### config.mk
export PLATFORM = sky130hd
export DESIGN_NAME = ucf_top
export DESIGN_NICKNAME = d
export VERILOG_FILES = /design/src/ucf_pkg.sv /design/src/ucf_top.sv
export SDC_FILE = /design/constraint.sdc
export NUM_CORES = 1
export LEC_CHECK = 0
export BUFFER_PORTS_ARGS = -buffer_cell sky130_fd_sc_hd__clkbuf_2
export CELL_PAD_IN_SITES_DETAIL_PLACEMENT = 1
export CELL_PAD_IN_SITES_GLOBAL_PLACEMENT = 2
export CORE_ASPECT_RATIO = 1.5
export CORE_MARGIN = 4
export CORE_UTILIZATION = 35
export CTS_CLUSTER_SIZE = 12
export DETAILED_ROUTE_END_ITERATION = 7
export GPL_TIMING_DRIVEN = 0
export PLACE_DENSITY = 0.85
export SLEW_MARGIN = 20
export SYNTH_ARGS = -nofsm -noshare
export SYNTH_HDL_FRONTEND = slang
export SYNTH_SLANG_ARGS = --single-unit
### constraint.sdc
create_clock -name aclk -period 3.7 [get_ports aclk]
set_input_delay 0.185 -clock aclk [delete_from_list [all_inputs] [get_ports aclk]]
set_output_delay 0.185 -clock aclk [all_outputs]
set_load 0.1 [all_outputs]
### src/ucf_pkg.sv
// Constants, register map and state types of the serial clock and frame block.
// Assumes a 20 MHz system clock and a 32-bit AXI4-Lite register bus.
// Contract
// - Four clock modes; sync select 1 picks synchronous
// - Sync: pin direction output means master, input slave
// - Transfer clock pin used only in synchronous mode
// - Baud down-counter reloads at zero and low-byte write
// - One tick per zero; divisor range 0 to 4095
// - Transmit divides ticks by 16, 8 or 2
// - Receiver uses ticks directly with 16, 8 or 2 states
// - Double speed only affects asynchronous; software clears otherwise
// - Double speed receiver uses 8 samples per bit
// - Slave clock synchronised then edge detected, two cycles
// - Sync receive samples opposite the transmit change edge
// - Polarity clear: change rising, sample falling; else reversed
// - Accept all thirty frame formats
// - Start, data LSB first, parity, then stop bits
// - After last stop, next frame or idle high
// - Start low, stops high, idle line high
// - Transmitter and receiver share one format setting
// - Only first stop bit checked for frame error
// - One transmit buffer, two-level receive buffer
// - Receiver reports frame, overrun and parity errors
// - Three interrupt sources: done, buffer empty, received
// - Parity is xor of data; odd inverts it
// - Size code 7 gives nine bits from control bit
package ucf_pkg;
   localparam logic [7:0] OFF_DATA = 8'h00;
   localparam logic [7:0] OFF_STAT = 8'h04;
   localparam logic [7:0] OFF_CTLB = 8'h08;
   localparam logic [7:0] OFF_CTLC = 8'h0c;
   localparam logic [7:0] OFF_BAUDL = 8'h10;
   localparam logic [7:0] OFF_BAUDH = 8'h14;
   // Status bits
   localparam int STAT_RXC = 7;
   localparam int STAT_TXC = 6;
   localparam int STAT_EMPTY = 5;
   localparam int STAT_FE = 4;
   localparam int STAT_DOR = 3;
   localparam int STAT_PE = 2;
   localparam int STAT_U2X = 1;
   // Control B bits
   localparam int CTLB_RXCIE = 7;
   localparam int CTLB_TXCIE = 6;
   localparam int CTLB_EMPTYIE = 5;
   localparam int CTLB_RXEN = 4;
   localparam int CTLB_TXEN = 3;
   localparam int CTLB_CSZ2 = 2;
   localparam int CTLB_NINTH_TRANSMIT_BIT = 0;
   // Control C bits
   localparam int CTLC_DIR = 7;
   localparam int CTLC_SYNC = 6;
   localparam int CTLC_PM_HI = 5;
   localparam int CTLC_PM_LO = 4;
   localparam int CTLC_STOP = 3;
   localparam int CTLC_CSZ_HI = 2;
   localparam int CTLC_CSZ_LO = 1;
   localparam int CTLC_POL = 0;
   localparam logic [7:0] CTLB_RST = 8'h00;
   localparam logic [7:0] CTLC_RST = 8'h06;
   localparam logic [11:0] BAUD_RST = 12'h000;
   // Samples per bit, expressed as last phase and mid phase
   localparam logic [3:0] LAST_NORM = 4'hf;
   localparam logic [3:0] LAST_DBL = 4'h7;
   localparam logic [3:0] MID_NORM = 4'h8;
   localparam logic [3:0] MID_DBL = 4'h4;
   localparam logic [1:0] PM_OFF = 2'h0;
   localparam logic [2:0] CSZ_NINE = 3'h7;
   localparam logic [2:0] CSZ_MAX_STD = 3'h3;
   localparam logic [3:0] BITS_MIN = 4'h5;
   localparam logic [3:0] BITS_EIGHT = 4'h8;
   localparam logic [3:0] BITS_NINE = 4'h9;
   localparam logic [1:0] FIFO_DEPTH = 2'h2;
   localparam logic [1:0] RESP_OKAY = 2'h0;
   localparam logic [1:0] RESP_SLVERR = 2'h2;
   typedef enum logic [2:0] {TX_IDLE, TX_START, TX_DATA, TX_PAR, TX_STOP} ucf_tx_t;
   typedef enum logic [2:0] {RX_IDLE, RX_START, RX_DATA, RX_PAR, RX_STOP} ucf_rx_t;
endpackage

### src/ucf_top.sv
// Serial transceiver clock generation, frame sequencing and register slave.
// Assumes all pins synchronous to aclk except the slave transfer clock input.
`timescale 1ns/1ns
module ucf_top
   import ucf_pkg::*;
(
   // Clock and reset
   input wire logic aclk,
   input wire logic aresetn,
   // AXI4-Lite write
   input wire logic [7:0] awaddr,
   input wire logic awvalid,
   output logic awready,
   input wire logic [31:0] wdata,
   input wire logic [3:0] wstrb,
   input wire logic wvalid,
   output logic wready,
   output logic [1:0] bresp,
   output logic bvalid,
   input wire logic bready,
   // AXI4-Lite read
   input wire logic [7:0] araddr,
   input wire logic arvalid,
   output logic arready,
   output logic [31:0] rdata,
   output logic [1:0] rresp,
   output logic rvalid,
   input wire logic rready,
   // Serial lines
   input wire logic serial_in_line,
   output logic serial_out_line,
   // Transfer clock pin
   input wire logic transfer_clock_pin_in,
   output logic transfer_clock_pin_out,
   output logic transfer_clock_pin_oe,
   // Event outputs
   output logic irq_tx_complete,
   output logic irq_buf_empty,
   output logic irq_rx_complete
);

   function automatic logic [8:0] data_mask(input logic [3:0] n);
      logic [8:0] m;
      m = '0;
      for (int i = 0; i < 9; i++)
      begin
         if (4'(i) < n)
         begin
            m[i] = 1'b1;
         end
      end
      return m;
   endfunction

   // Configuration and bus state
   logic u2x_r, u2x_nxt;
   logic [7:0] ctlb_r, ctlb_nxt, ctlc_r, ctlc_nxt;
   logic [11:0] baud_r, baud_nxt;
   logic aw_full_r, aw_full_nxt, w_full_r, w_full_nxt;
   logic [7:0] wa_r, wa_nxt;
   logic [7:0] wd_r, wd_nxt;
   logic ws_r, ws_nxt;
   logic awready_r, wready_r, bvalid_r, arready_r, rvalid_r;
   logic [1:0] bresp_r, bresp_nxt, rresp_r, rresp_nxt;
   logic bvalid_nxt, rvalid_nxt;
   logic [31:0] rdata_r, rdata_nxt;
   logic wr_go, baudl_wr, data_wr, stat_wr, pop;
   // Clock state
   logic [11:0] bcnt_r, bcnt_nxt;
   logic xck_r, xck_nxt, xck_oe_r, xck_oe_nxt;
   logic xs1_r, xs2_r, xs3_r;
   // Transmit state
   ucf_tx_t tx_st_r, tx_st_nxt;
   logic [8:0] txbuf_r, txbuf_nxt, txsh_r, txsh_nxt;
   logic txbuf_full_r, txbuf_full_nxt, txd_r, txd_nxt, txc_r, txc_nxt, txpar_r, txpar_nxt;
   logic [3:0] tx_idx_r, tx_idx_nxt, tx_ph_r, tx_ph_nxt;
   // Receive state
   ucf_rx_t rx_st_r, rx_st_nxt;
   logic [8:0] rxsh_r, rxsh_nxt;
   logic [3:0] rx_idx_r, rx_idx_nxt, rx_ph_r, rx_ph_nxt;
   logic rxpe_r, rxpe_nxt, dor_r, dor_nxt;
   logic [10:0] fifo_r [2], fifo_nxt [2];
   logic [1:0] cnt_r, cnt_nxt;
   logic irq_txc_r, irq_emp_r, irq_rxc_r;

   // Shared mode decode
   logic sync, master, pol, dbl, tick, rise, fall, chg_edge, smp_edge, tx_bit, rx_smp;
   logic [2:0] csz;
   logic [3:0] nbits, last_ph, mid_ph;
   logic [1:0] pm;
   always_comb
   begin
      sync = ctlc_r[CTLC_SYNC];
      master = ctlc_r[CTLC_DIR];
      pol = ctlc_r[CTLC_POL];
      dbl = u2x_r & ~sync;
      pm = ctlc_r[CTLC_PM_HI:CTLC_PM_LO];
      csz = {ctlb_r[CTLB_CSZ2], ctlc_r[CTLC_CSZ_HI:CTLC_CSZ_LO]};
      if (csz == CSZ_NINE)
      begin
         nbits = BITS_NINE;
      end
      else if (csz <= CSZ_MAX_STD)
      begin
         nbits = BITS_MIN + {1'b0, csz};
      end
      else
      begin
         nbits = BITS_EIGHT;
      end
      last_ph = dbl ? LAST_DBL : LAST_NORM;
      mid_ph = dbl ? MID_DBL : MID_NORM;
      tick = (bcnt_r == '0);
      if (master)
      begin
         rise = tick & ~xck_r;
         fall = tick & xck_r;
      end
      else
      begin
         rise = xs2_r & ~xs3_r;
         fall = ~xs2_r & xs3_r;
      end
      chg_edge = pol ? fall : rise;
      smp_edge = pol ? rise : fall;
      tx_bit = sync ? chg_edge : (tick & (tx_ph_r == last_ph));
      rx_smp = sync ? smp_edge : (tick & (rx_ph_r == mid_ph));
   end

   // Register bus slave
   always_comb
   begin
      aw_full_nxt = aw_full_r;
      w_full_nxt = w_full_r;
      wa_nxt = wa_r;
      wd_nxt = wd_r;
      ws_nxt = ws_r;
      bvalid_nxt = bvalid_r;
      bresp_nxt = bresp_r;
      rvalid_nxt = rvalid_r;
      rresp_nxt = rresp_r;
      rdata_nxt = rdata_r;
      u2x_nxt = u2x_r;
      ctlb_nxt = ctlb_r;
      ctlc_nxt = ctlc_r;
      baud_nxt = baud_r;
      baudl_wr = 1'b0;
      data_wr = 1'b0;
      stat_wr = 1'b0;
      pop = 1'b0;
      if (awvalid && awready_r)
      begin
         aw_full_nxt = 1'b1;
         wa_nxt = awaddr;
      end
      if (wvalid && wready_r)
      begin
         w_full_nxt = 1'b1;
         wd_nxt = wdata[7:0];
         ws_nxt = wstrb[0];
      end
      if (bvalid_r && bready)
      begin
         bvalid_nxt = 1'b0;
      end
      wr_go = aw_full_r & w_full_r & ~bvalid_r;
      if (wr_go)
      begin
         aw_full_nxt = 1'b0;
         w_full_nxt = 1'b0;
         bvalid_nxt = 1'b1;
         bresp_nxt = RESP_OKAY;
         if (wa_r == OFF_DATA)
         begin
            data_wr = ws_r;
         end
         else if (wa_r == OFF_STAT)
         begin
            stat_wr = ws_r;
            u2x_nxt = ws_r ? wd_r[STAT_U2X] : u2x_r;
         end
         else if (wa_r == OFF_CTLB)
         begin
            ctlb_nxt = ws_r ? wd_r : ctlb_r;
         end
         else if (wa_r == OFF_CTLC)
         begin
            ctlc_nxt = ws_r ? wd_r : ctlc_r;
         end
         else if (wa_r == OFF_BAUDL)
         begin
            baudl_wr = ws_r;
            baud_nxt[7:0] = ws_r ? wd_r : baud_r[7:0];
         end
         else if (wa_r == OFF_BAUDH)
         begin
            baud_nxt[11:8] = ws_r ? wd_r[3:0] : baud_r[11:8];
         end
         else
         begin
            bresp_nxt = RESP_SLVERR;
         end
      end
      if (rvalid_r && rready)
      begin
         rvalid_nxt = 1'b0;
      end
      if (arvalid && arready_r)
      begin
         rvalid_nxt = 1'b1;
         rresp_nxt = RESP_OKAY;
         rdata_nxt = '0;
         if (araddr == OFF_DATA)
         begin
            pop = (cnt_r != '0);
            rdata_nxt[8:0] = pop ? fifo_r[0][8:0] : 9'h000;
         end
         else if (araddr == OFF_STAT)
         begin
            rdata_nxt[STAT_RXC] = (cnt_r != '0);
            rdata_nxt[STAT_TXC] = txc_r;
            rdata_nxt[STAT_EMPTY] = ~txbuf_full_r;
            rdata_nxt[STAT_FE] = (cnt_r != '0) & fifo_r[0][9];
            rdata_nxt[STAT_DOR] = dor_r;
            rdata_nxt[STAT_PE] = (cnt_r != '0) & fifo_r[0][10];
            rdata_nxt[STAT_U2X] = u2x_r;
         end
         else if (araddr == OFF_CTLB)
         begin
            rdata_nxt[7:0] = ctlb_r;
         end
         else if (araddr == OFF_CTLC)
         begin
            rdata_nxt[7:0] = ctlc_r;
         end
         else if (araddr == OFF_BAUDL)
         begin
            rdata_nxt[7:0] = baud_r[7:0];
         end
         else if (araddr == OFF_BAUDH)
         begin
            rdata_nxt[3:0] = baud_r[11:8];
         end
         else
         begin
            rresp_nxt = RESP_SLVERR;
         end
      end
   end

   always_ff @(posedge aclk)
   begin
      if (!aresetn)
      begin
         aw_full_r <= 1'b0;
         w_full_r <= 1'b0;
         wa_r <= '0;
         wd_r <= '0;
         ws_r <= 1'b0;
         awready_r <= 1'b1;
         wready_r <= 1'b1;
         arready_r <= 1'b1;
         bvalid_r <= 1'b0;
         bresp_r <= RESP_OKAY;
         rvalid_r <= 1'b0;
         rresp_r <= RESP_OKAY;
         rdata_r <= '0;
         u2x_r <= 1'b0;
         ctlb_r <= CTLB_RST;
         ctlc_r <= CTLC_RST;
         baud_r <= BAUD_RST;
      end
      else
      begin
         aw_full_r <= aw_full_nxt;
         w_full_r <= w_full_nxt;
         wa_r <= wa_nxt;
         wd_r <= wd_nxt;
         ws_r <= ws_nxt;
         awready_r <= ~aw_full_nxt;
         wready_r <= ~w_full_nxt;
         arready_r <= ~rvalid_nxt;
         bvalid_r <= bvalid_nxt;
         bresp_r <= bresp_nxt;
         rvalid_r <= rvalid_nxt;
         rresp_r <= rresp_nxt;
         rdata_r <= rdata_nxt;
         u2x_r <= u2x_nxt;
         ctlb_r <= ctlb_nxt;
         ctlc_r <= ctlc_nxt;
         baud_r <= baud_nxt;
      end
   end

   // Baud generator and transfer clock
   always_comb
   begin
      bcnt_nxt = (tick || baudl_wr) ? baud_nxt : bcnt_r - 12'h001;
      xck_nxt = (sync && master && tick) ? ~xck_r : xck_r;
      xck_oe_nxt = sync & master;
   end

   always_ff @(posedge aclk)
   begin
      if (!aresetn)
      begin
         bcnt_r <= BAUD_RST;
         xck_r <= 1'b0;
         xck_oe_r <= 1'b0;
         xs1_r <= 1'b0;
         xs2_r <= 1'b0;
         xs3_r <= 1'b0;
      end
      else
      begin
         bcnt_r <= bcnt_nxt;
         xck_r <= xck_nxt;
         xck_oe_r <= xck_oe_nxt;
         xs1_r <= transfer_clock_pin_in;
         xs2_r <= xs1_r;
         xs3_r <= xs2_r;
      end
   end

   // Transmitter
   always_comb
   begin
      logic load;
      load = 1'b0;
      tx_st_nxt = tx_st_r;
      txbuf_nxt = txbuf_r;
      txbuf_full_nxt = txbuf_full_r;
      txsh_nxt = txsh_r;
      txd_nxt = txd_r;
      txpar_nxt = txpar_r;
      tx_idx_nxt = tx_idx_r;
      tx_ph_nxt = tx_ph_r;
      txc_nxt = txc_r & ~(stat_wr & wd_r[STAT_TXC]);
      if (!sync && tick)
      begin
         tx_ph_nxt = (tx_ph_r == last_ph) ? '0 : tx_ph_r + 4'h1;
      end
      if (tx_bit)
      begin
         case (tx_st_r)
            TX_IDLE:
            begin
               load = txbuf_full_r & ctlb_r[CTLB_TXEN];
            end
            TX_START:
            begin
               txd_nxt = txsh_r[0];
               txsh_nxt = txsh_r >> 1;
               tx_idx_nxt = 4'h1;
               tx_st_nxt = TX_DATA;
            end
            TX_DATA:
            begin
               if (tx_idx_r == nbits)
               begin
                  tx_idx_nxt = '0;
                  tx_st_nxt = (pm != PM_OFF) ? TX_PAR : TX_STOP;
                  txd_nxt = (pm != PM_OFF) ? txpar_r : 1'b1;
               end
               else
               begin
                  txd_nxt = txsh_r[0];
                  txsh_nxt = txsh_r >> 1;
                  tx_idx_nxt = tx_idx_r + 4'h1;
               end
            end
            TX_PAR:
            begin
               txd_nxt = 1'b1;
               tx_st_nxt = TX_STOP;
            end
            default:
            begin
               if (ctlc_r[CTLC_STOP] && tx_idx_r == '0)
               begin
                  tx_idx_nxt = 4'h1;
               end
               else
               begin
                  txc_nxt = 1'b1;
                  tx_st_nxt = TX_IDLE;
                  txd_nxt = 1'b1;
                  load = txbuf_full_r & ctlb_r[CTLB_TXEN];
               end
            end
         endcase
      end
      if (load)
      begin
         txsh_nxt = txbuf_r & data_mask(nbits);
         txpar_nxt = ^(txbuf_r & data_mask(nbits)) ^ pm[0];
         txbuf_full_nxt = 1'b0;
         txd_nxt = 1'b0;
         tx_st_nxt = TX_START;
      end
      if (data_wr && !txbuf_full_r)
      begin
         txbuf_nxt = {ctlb_r[CTLB_NINTH_TRANSMIT_BIT], wd_r};
         txbuf_full_nxt = 1'b1;
      end
   end

   always_ff @(posedge aclk)
   begin
      if (!aresetn)
      begin
         tx_st_r <= TX_IDLE;
         txbuf_r <= '0;
         txbuf_full_r <= 1'b0;
         txsh_r <= '0;
         txd_r <= 1'b1;
         txpar_r <= 1'b0;
         tx_idx_r <= '0;
         tx_ph_r <= '0;
         txc_r <= 1'b0;
      end
      else
      begin
         tx_st_r <= tx_st_nxt;
         txbuf_r <= txbuf_nxt;
         txbuf_full_r <= txbuf_full_nxt;
         txsh_r <= txsh_nxt;
         txd_r <= txd_nxt;
         txpar_r <= txpar_nxt;
         tx_idx_r <= tx_idx_nxt;
         tx_ph_r <= tx_ph_nxt;
         txc_r <= txc_nxt;
      end
   end

   // Receiver and two-entry receive buffer
   always_comb
   begin
      logic push;
      logic [10:0] entry;
      push = 1'b0;
      entry = '0;
      rx_st_nxt = rx_st_r;
      rxsh_nxt = rxsh_r;
      rx_idx_nxt = rx_idx_r;
      rx_ph_nxt = rx_ph_r;
      rxpe_nxt = rxpe_r;
      dor_nxt = dor_r & ~pop;
      fifo_nxt = fifo_r;
      cnt_nxt = cnt_r;
      if (!sync && tick)
      begin
         rx_ph_nxt = (rx_ph_r == last_ph) ? '0 : rx_ph_r + 4'h1;
      end
      case (rx_st_r)
         RX_IDLE:
         begin
            rxpe_nxt = 1'b0;
            rx_idx_nxt = '0;
            rxsh_nxt = '0;
            if (sync && smp_edge && !serial_in_line)
            begin
               rx_st_nxt = RX_DATA;
            end
            else if (!sync && tick && !serial_in_line)
            begin
               rx_ph_nxt = 4'h1;
               rx_st_nxt = RX_START;
            end
         end
         RX_START:
         begin
            if (rx_smp)
            begin
               rx_st_nxt = serial_in_line ? RX_IDLE : RX_DATA;
            end
         end
         RX_DATA:
         begin
            if (rx_smp)
            begin
               rxsh_nxt[rx_idx_r] = serial_in_line;
               rx_idx_nxt = rx_idx_r + 4'h1;
               if (rx_idx_r + 4'h1 == nbits)
               begin
                  rx_st_nxt = (pm != PM_OFF) ? RX_PAR : RX_STOP;
               end
            end
         end
         RX_PAR:
         begin
            if (rx_smp)
            begin
               rxpe_nxt = serial_in_line ^ (^rxsh_r) ^ pm[0];
               rx_st_nxt = RX_STOP;
            end
         end
         default:
         begin
            if (rx_smp)
            begin
               push = 1'b1;
               entry = {rxpe_r, ~serial_in_line, rxsh_r};
               rx_st_nxt = RX_IDLE;
            end
         end
      endcase
      if (!ctlb_r[CTLB_RXEN])
      begin
         rx_st_nxt = RX_IDLE;
         push = 1'b0;
      end
      if (pop)
      begin
         fifo_nxt[0] = fifo_r[1];
         cnt_nxt = cnt_r - 2'h1;
      end
      if (push)
      begin
         if (cnt_nxt == FIFO_DEPTH)
         begin
            dor_nxt = 1'b1;
         end
         else
         begin
            fifo_nxt[cnt_nxt[0]] = entry;
            cnt_nxt = cnt_nxt + 2'h1;
         end
      end
   end

   always_ff @(posedge aclk)
   begin
      if (!aresetn)
      begin
         rx_st_r <= RX_IDLE;
         rxsh_r <= '0;
         rx_idx_r <= '0;
         rx_ph_r <= '0;
         rxpe_r <= 1'b0;
         dor_r <= 1'b0;
         fifo_r[0] <= '0;
         fifo_r[1] <= '0;
         cnt_r <= '0;
         irq_txc_r <= 1'b0;
         irq_emp_r <= 1'b0;
         irq_rxc_r <= 1'b0;
      end
      else
      begin
         rx_st_r <= rx_st_nxt;
         rxsh_r <= rxsh_nxt;
         rx_idx_r <= rx_idx_nxt;
         rx_ph_r <= rx_ph_nxt;
         rxpe_r <= rxpe_nxt;
         dor_r <= dor_nxt;
         fifo_r <= fifo_nxt;
         cnt_r <= cnt_nxt;
         irq_txc_r <= txc_nxt & ctlb_nxt[CTLB_TXCIE];
         irq_emp_r <= ~txbuf_full_nxt & ctlb_nxt[CTLB_EMPTYIE];
         irq_rxc_r <= (cnt_nxt != '0) & ctlb_nxt[CTLB_RXCIE];
      end
   end

   assign awready = awready_r;
   assign wready = wready_r;
   assign bvalid = bvalid_r;
   assign bresp = bresp_r;
   assign arready = arready_r;
   assign rvalid = rvalid_r;
   assign rresp = rresp_r;
   assign rdata = rdata_r;
   assign serial_out_line = txd_r;
   assign transfer_clock_pin_out = xck_r;
   assign transfer_clock_pin_oe = xck_oe_r;
   assign irq_tx_complete = irq_txc_r;
   assign irq_buf_empty = irq_emp_r;
   assign irq_rx_complete = irq_rxc_r;
endmodule

==> impl_metrics.csv, run 1 <==
group,metric,value,unit
routing,ant_nets,0,
timing,skew,0.00994,ns
setup_path,endpoint_kind,"flip-flop",
setup_path,required,4.00,ns
synthesis,synth-seq-cells,163,
setup_path,cpPeakStageDelay,0.55,ns
setup_path,path_cells,"clkbuf_1 > inv_1 > ha_1 > nand2b_1 > a22oi_1 > nor4b_1 > a2111o_1 > buf_2 > mux2i_1 > a21oi_1",
global_route,grt_usage,20.3,%
setup_path,crit_arrival,3.64,ns
timing,tightest_slew,0.922,ns
synthesis,synthCells,988,
routing,wl_per_cell,18.1,um
synthesis,yosysTopAreaCell,"dfxtp_1",
clock_tree,htreeDepth,4,
synthesis,ys_top_cells_by_area,"dfxtp_1 40%, mux2i_1 6.7%, nand2_1 6.4%",
outcome,status,"finished clean",
clock_tree,cts_resized,0,
routing,drc,0,
global_route,grt_max_degree,17,
synthesis,synth_top_family_by_area,"simple AND/OR/NAND/NOR gates",
routing,vias,7425,
setup_path,crit_fanout,10,
setup_path,cp.buffers_inverters,3,
power_and_ir_drop,p_leak,3.79,nW
run,maxCapViolCount,0,
synthesis,yosys_warnings,0,
synthesis,syn-cell-area,8230,um2
timing,drv_slew,0,
placement,io_buffers,54,
synthesis,ys_seq_area_share,39.6,%
power_and_ir_drop,p_sw_share,29.7,%
power_and_ir_drop,p_switching,1.42,mW
power_and_ir_drop,ir_drop,279,uV
timing,finalSetupViolations,0,
floorplanning,std_cell_rows,68,
synthesis,synth_edf_count,0,
global_route,grt_pass1_vias,7650,
power_and_ir_drop,combinationalPowerShare,18.6,%
synthesis,synth_xor_area_share,3.57,%
power_and_ir_drop,power.density,486,nW/um2
setup_path,crit_slowest_cell,"nor4b_1",
final_layout,utilization,42.6,%
synthesis,yosysTopAreaCellShare,39.6,%
floorplanning,initial_core_util,35.7,%
routing,first_iter_violations,357,
synthesis,synth_adder_area_share,2.58,%
synthesis,synth_cell_types,71,
global_route,grt_antenna_before_repair,0,
clock_tree,clk_latency,0.44,ns
power_and_ir_drop,clkPwrFrac,40.9,%
setup_path,setup.worst_path.start_class,"flip-flop",
synthesis,postSynthAreaPerCell,8.33,um2
final_layout,drive_gt1_share,13.4,%
synthesis,synthArstFlopShare,0,%
setup_path,critPathKind,"flip-flop to flip-flop",
timing,rsz0062_at_grt,"false",
final_layout,nNetsFinal,1181,
synthesis,synth_ff_type,"dfxtp_1",
floorplanning,pin_count,108,
timing,post-route-period-util,90.2,%
routing,drt-total-wl,25900,um
clock_tree,clockBufferDepth,2,
final_layout,syn_to_final_growth,19.2,%
floorplanning,die_x,133,um
clock_tree,cts_tree,"yes",
clock_tree,postCtsHoldBufs,18,
global_route,grt_pass1_wl,41700,um
timing,setup_ws,0.364,ns
clock_tree,post_cts_buffers,0,
synthesis,synth-compound-area-share,18.0,%
setup_path,crit_family,"buffers and inverters",
timing,max_freq,300,MHz
worst_hold_path,hp-class,"input pin to flip-flop",
final_layout,final_cell_mix,"163 x dfxtp_1, 141 x nand2_1, 108 x nor2_1",
synthesis,synth-simple-area-share,23.4,%
routing,viasPerCell,5.19,
clock_tree,clock-sinks,163,
placement,dp_slack,0.289,ns
clock_tree,cts_root_buf,"clkbuf_16",
clock_tree,path_clk_slew,0.07,ns
global_route,grt_overflow,0,
timing,relSlewSlack,38.5,%
floorplanning,die_area,26100,um2
power_and_ir_drop,internal_power,3.36,mW
timing,tns,0,ns
floorplanning,core,23100,um2
setup_path,rrSetupSlack,0.36,ns
placement,place.gp.congestion,0.849,
synthesis,synthMuxAreaShare,6.96,%
floorplanning,dieHeight,196,um
timing,hold_violations,0,
placement,hpwl,20000,um
final_layout,final_common_cell,"dfxtp_1",
power_and_ir_drop,seq_power_share,40.5,%
timing,period_needed,3.34,ns
routing,first_pass_iters,4,
clock_tree,numCtsBuffers,17,
[registers in the layout, summed over array words and instances (netlist names), 2 cells and up]
signal / count
fifo_r: 22
baud_r: 12
bcnt_r: 12
rdata: 9
rxsh_r: 9
txbuf_r: 9
txsh_r: 9
ctlb_r: 8
ctlc_r: 8
wa_r: 8
wd_r: 8
rx_idx_r: 4
rx_ph_r: 4
tx_idx_r: 4
tx_ph_r: 4
rx_st_r: 3
tx_st_r: 3
cnt_r: 2
[worst paths after layout]
check / from / end / cells past startpoint
min: bready / bvalid$_SDFFE_PN0P_ / 3
max: ctlb_r[2]$_SDFFE_PN0P_ / txsh_r[7]$_SDFFE_PN0P_ / 10
max reg2reg: ctlb_r[2]$_SDFFE_PN0P_ / txsh_r[7]$_SDFFE_PN0P_ / 10
min reg2reg: xs1_r$_SDFF_PN0_ / xs2_r$_SDFF_PN0_ / 1
[power by group through the flow]
stage                     Sequential (mW)  Clock (mW)  Combinational, mW
after detailed placement             1.97           0              0.877
after global routing                 1.94        2.07              0.981
after CTS                            1.93        2.00              0.896
after floorplan                      1.99           0              0.640
after global placement               1.97           0              0.858
final                                1.93        1.95              0.888
[kinds of logic after synthesis]
kind of cell	count (synthesis)
AO/OA/AOI/OAI	218
XOR/XNOR	32
adder cells (fa/ha/maj)	17
buffers and inverters	98
flip-flops	163
multiplexers	57
other	1
AND/OR/NAND/NOR	402
[final cells by class]
type	instances	area (um2)
inverter	23	86.3
tap	315	394
buffer	75	388
multi-input combinational	751	4590
clock inverter	13	204
fill	2766	13200
antenna	1	2.50
sequential	163	3260
clock buffer	19	443
timing repair buffer	72	450
[cells in the mapped netlist, types with 5 or more instances]
master,n
o31ai_1,7
a21oi_1,78
nor2b_1,11
inv_1,22
buf_2,7
nor4_1,8
nor3b_1,7
nand2_1,141
mux2i_1,55
a221oi_1,5
o211ai_1,12
buf_1,5
buf_4,26
nor3_1,18
a22oi_1,9
clkbuf_1,37
a31oi_1,7
ha_1,17
nand3_1,38
and2_1,11
a211oi_1,11
xnor2_1,22
xor2_1,9
nand2b_1,12
o21ai_0,37
nor2_1,108
nand4_1,9
dfxtp_1,163
o22ai_1,8
a211oi_2,10
[routing by layer]
metal	global-route usage, %	up-vias	routed length [um]
met5	0	-	0
met4	7.32	0	655
met3	2.72	33	670
met2	38.0	108	14000
met1	23.4	3603	10600
li1	-	3681	-
[worst reg2reg max path, cell delays in order, from the launching register on]
cell and delay [ns]:
dfxtp_1 0.45, clkbuf_1 0.37, inv_1 0.09, ha_1 0.46, nand2b_1 0.10, a22oi_1 0.23
nor4b_1 0.55, a2111o_1 0.38, buf_2 0.29, mux2i_1 0.22, a21oi_1 0.08
[through the flow]
step                instance area (um2)  power (mW)  cells  hold slack, ns
floorplan                          8320        2.63   1012           0.312
global placement                   8990        2.83   1381           0.411
detailed placement                 8990        2.85   1381           0.416
CTS                                9820        4.83   1431         0.00656
global route                       9820        4.99   1431          0.0233
finish                             9820        4.78   1432          0.0181
(Power assumes the default switching activity.)
==> inputs of run 2 (changes only) <==
Settings changed: CORE_UTILIZATION 35 to 36, CTS_BUF_LIST from default to sky130_fd_sc_hd__clkbuf_8, PLACE_DENSITY 0.85 to 0.87.
==> run 2 against run 1 <==
Via count increased by 0.59%; largest cell class unchanged; register-to-register slack improved by 0.03 ns; utilization increased by 0.061 points; critical path depth unchanged; sequential cell count unchanged; critical endpoint is now tx_st_r[2]$_SDFFE_PP0P_; highest routed layer unchanged; power decreased by 9.5%; worst setup slack improved by 0.027 ns; clock power decreased by 23%; first-iteration DRC count decreased by 4.5%.
==> impl_metrics.csv, run 2 (synthesis results as in run 1) <==
group,metric,value,unit
routing,first_iter_violations,341,
timing,hold_violations,0,
floorplanning,initial_core_util,36.7,%
timing,period_needed,3.31,ns
timing,fin_hold_ws,0.0189,ns
global_route,grt_antenna_before_repair,0,
final_layout,drive_gt1_share,13.4,%
timing,post-route-period-util,89.4,%
final_layout,largest_register_ffs,22,
final_layout,final_area,9580,um2
setup_path,critPathKind,"flip-flop to flip-flop",
worst_hold_path,min_path_cells,4,
routing,vias,7469,
floorplanning,std_cell_rows,67,
final_layout,largest_register,"fifo_r",
timing,finalSetupViolations,0,
final_layout,reg_top3,"fifo_r (22), baud_r (12), bcnt_r (12)",
routing,ant_nets,0,
timing,skew,0.0158,ns
clock_tree,cts_root_buf,"clkbuf_8",
final_layout,syn_to_final_growth,16.4,%
routing,drt-total-wl,26200,um
power_and_ir_drop,ir_drop,208,uV
routing,first_pass_iters,5,
clock_tree,path_clk_slew,0.09,ns
final_layout,final_common_cell,"dfxtp_1",
timing,tns,0,ns
setup_path,crit_family,"simple AND/OR/NAND/NOR gates",
final_layout,instances_no_fill,1393,
worst_hold_path,hp-class,"input pin to flip-flop",
global_route,grt_pass1_wl,41800,um
timing,drv_slew,0,
global_route,grt_overflow,0,
setup_path,cp.buffers_inverters,2,
floorplanning,dieHeight,193,um
final_layout,final_cell_mix,"163 x dfxtp_1, 141 x nand2_1, 108 x nor2_1",
timing,tightest_slew,0.977,ns
timing,relSlewSlack,34.3,%
floorplanning,pin_count,108,
final_layout,n_antenna_cell,0,
placement,io_buffers,54,
final_layout,utilization,42.6,%
setup_path,path_depth,10,
clock_tree,numCtsBuffers,17,
setup_path,crit_arrival,3.73,ns
setup_path,endpoint_kind,"flip-flop",
routing,wl_per_cell,18.8,um
clock_tree,postCtsHoldBufs,19,
placement,dp.cells,1342,
run,maxCapViolCount,0,
power_and_ir_drop,power.density,451,nW/um2
setup_path,reg2reg_depth,10,
outcome,status,"finished clean",
clock_tree,htreeDepth,4,
power_and_ir_drop,p_leak,3.71,nW
floorplanning,die_x,131,um
clock_tree,clockBufferDepth,2,
setup_path,setup.worst_path.start_class,"flip-flop",
global_route,grt_pass1_vias,7760,
setup_path,crit_fanout,10,
timing,max_freq,302,MHz
placement,place.gp.congestion,0.862,
final_layout,nNetsFinal,1182,
setup_path,crit_top_cell,"a21oi_1",
clock_tree,cts_tree,"yes",
floorplanning,die_area,25400,um2
setup_path,required,4.12,ns
clock_tree,post_cts_buffers,0,
clock_tree,clock-sinks,163,
setup_path,cpPeakStageDelay,0.51,ns
routing,viasPerCell,5.36,
placement,hpwl,19900,um
floorplanning,core,22500,um2
final_layout,num-fill-cells,2770,
global_route,grt_max_degree,17,
placement,place_area,8940,um2
timing,rsz0062_at_grt,"false",
setup_path,crit_slowest_cell,"or4b_1",
clock_tree,clk_latency,0.49,ns
setup_path,path_cells,"clkbuf_1 > inv_1 > ha_1 > nand2b_1 > a22oi_1 > or3b_2 > nor3_2 > a21oi_1 > or4b_1 > a21oi_1",
clock_tree,cts_resized,0,
routing,drc,0,
global_route,grt_usage,20.6,%
[run 2: layout make-up]
type / count / area, um2 / area share (%)
Multi-Input combinational cell: 751 / 4590 / 47.9
Inverter: 23 / 86.3 / 0.901
Buffer: 75 / 388 / 4.05
Timing Repair Buffer: 73 / 460 / 4.81
Tap cell: 276 / 345 / 3.60
Sequential cell: 163 / 3260 / 34.1
Clock inverter: 12 / 175 / 1.83
Clock buffer: 20 / 275 / 2.87
[run 2: through the flow]
| stage | total power, mW | setup WS (ns) |
|---|---|---|
| finish | 4.32 | 0.391 |
| global route | 4.52 | 0.0812 |
| CTS | 4.35 | 0.392 |
| detailed placement | 2.85 | 0.295 |
| global placement | 2.82 | 0.302 |
| floorplan | 2.63 | 0.719 |
[run 2: path summary, 6_finish.rpt]
kind	endpoint	start	slack, ns
worst min register to register	xs2_r$_SDFF_PN0_	xs1_r$_SDFF_PN0_	0.46
worst min-delay path	rvalid$_SDFF_PN0_	rready	0.02
worst max-delay path	tx_st_r[2]$_SDFFE_PP0P_	ctlb_r[2]$_SDFFE_PN0P_	0.39
worst max register to register	tx_st_r[2]$_SDFFE_PP0P_	ctlb_r[2]$_SDFFE_PN0P_	0.39
[run 2: worst min-delay path: stages]
cell,delay (ns)
clkbuf_2,0.08
nor2b_1,0.04
nor2_1,0.09
nor2_1,0.06
[run 2: routing by layer]
layer / wire, um / global-route usage (%)
met2: 13900 / 39.2
met5: 0 / 0
met4: 773 / 7.24
met1: 10800 / 22.9
met3: 694 / 3.43
[run 2: where the power goes]
part / switching, mW / internal (mW) / leakage, nW
Clock: 0.716 / 0.791 / 0.233
Combinational: 0.581 / 0.301 / 2.15
Sequential: 0.0915 / 1.84 / 1.32
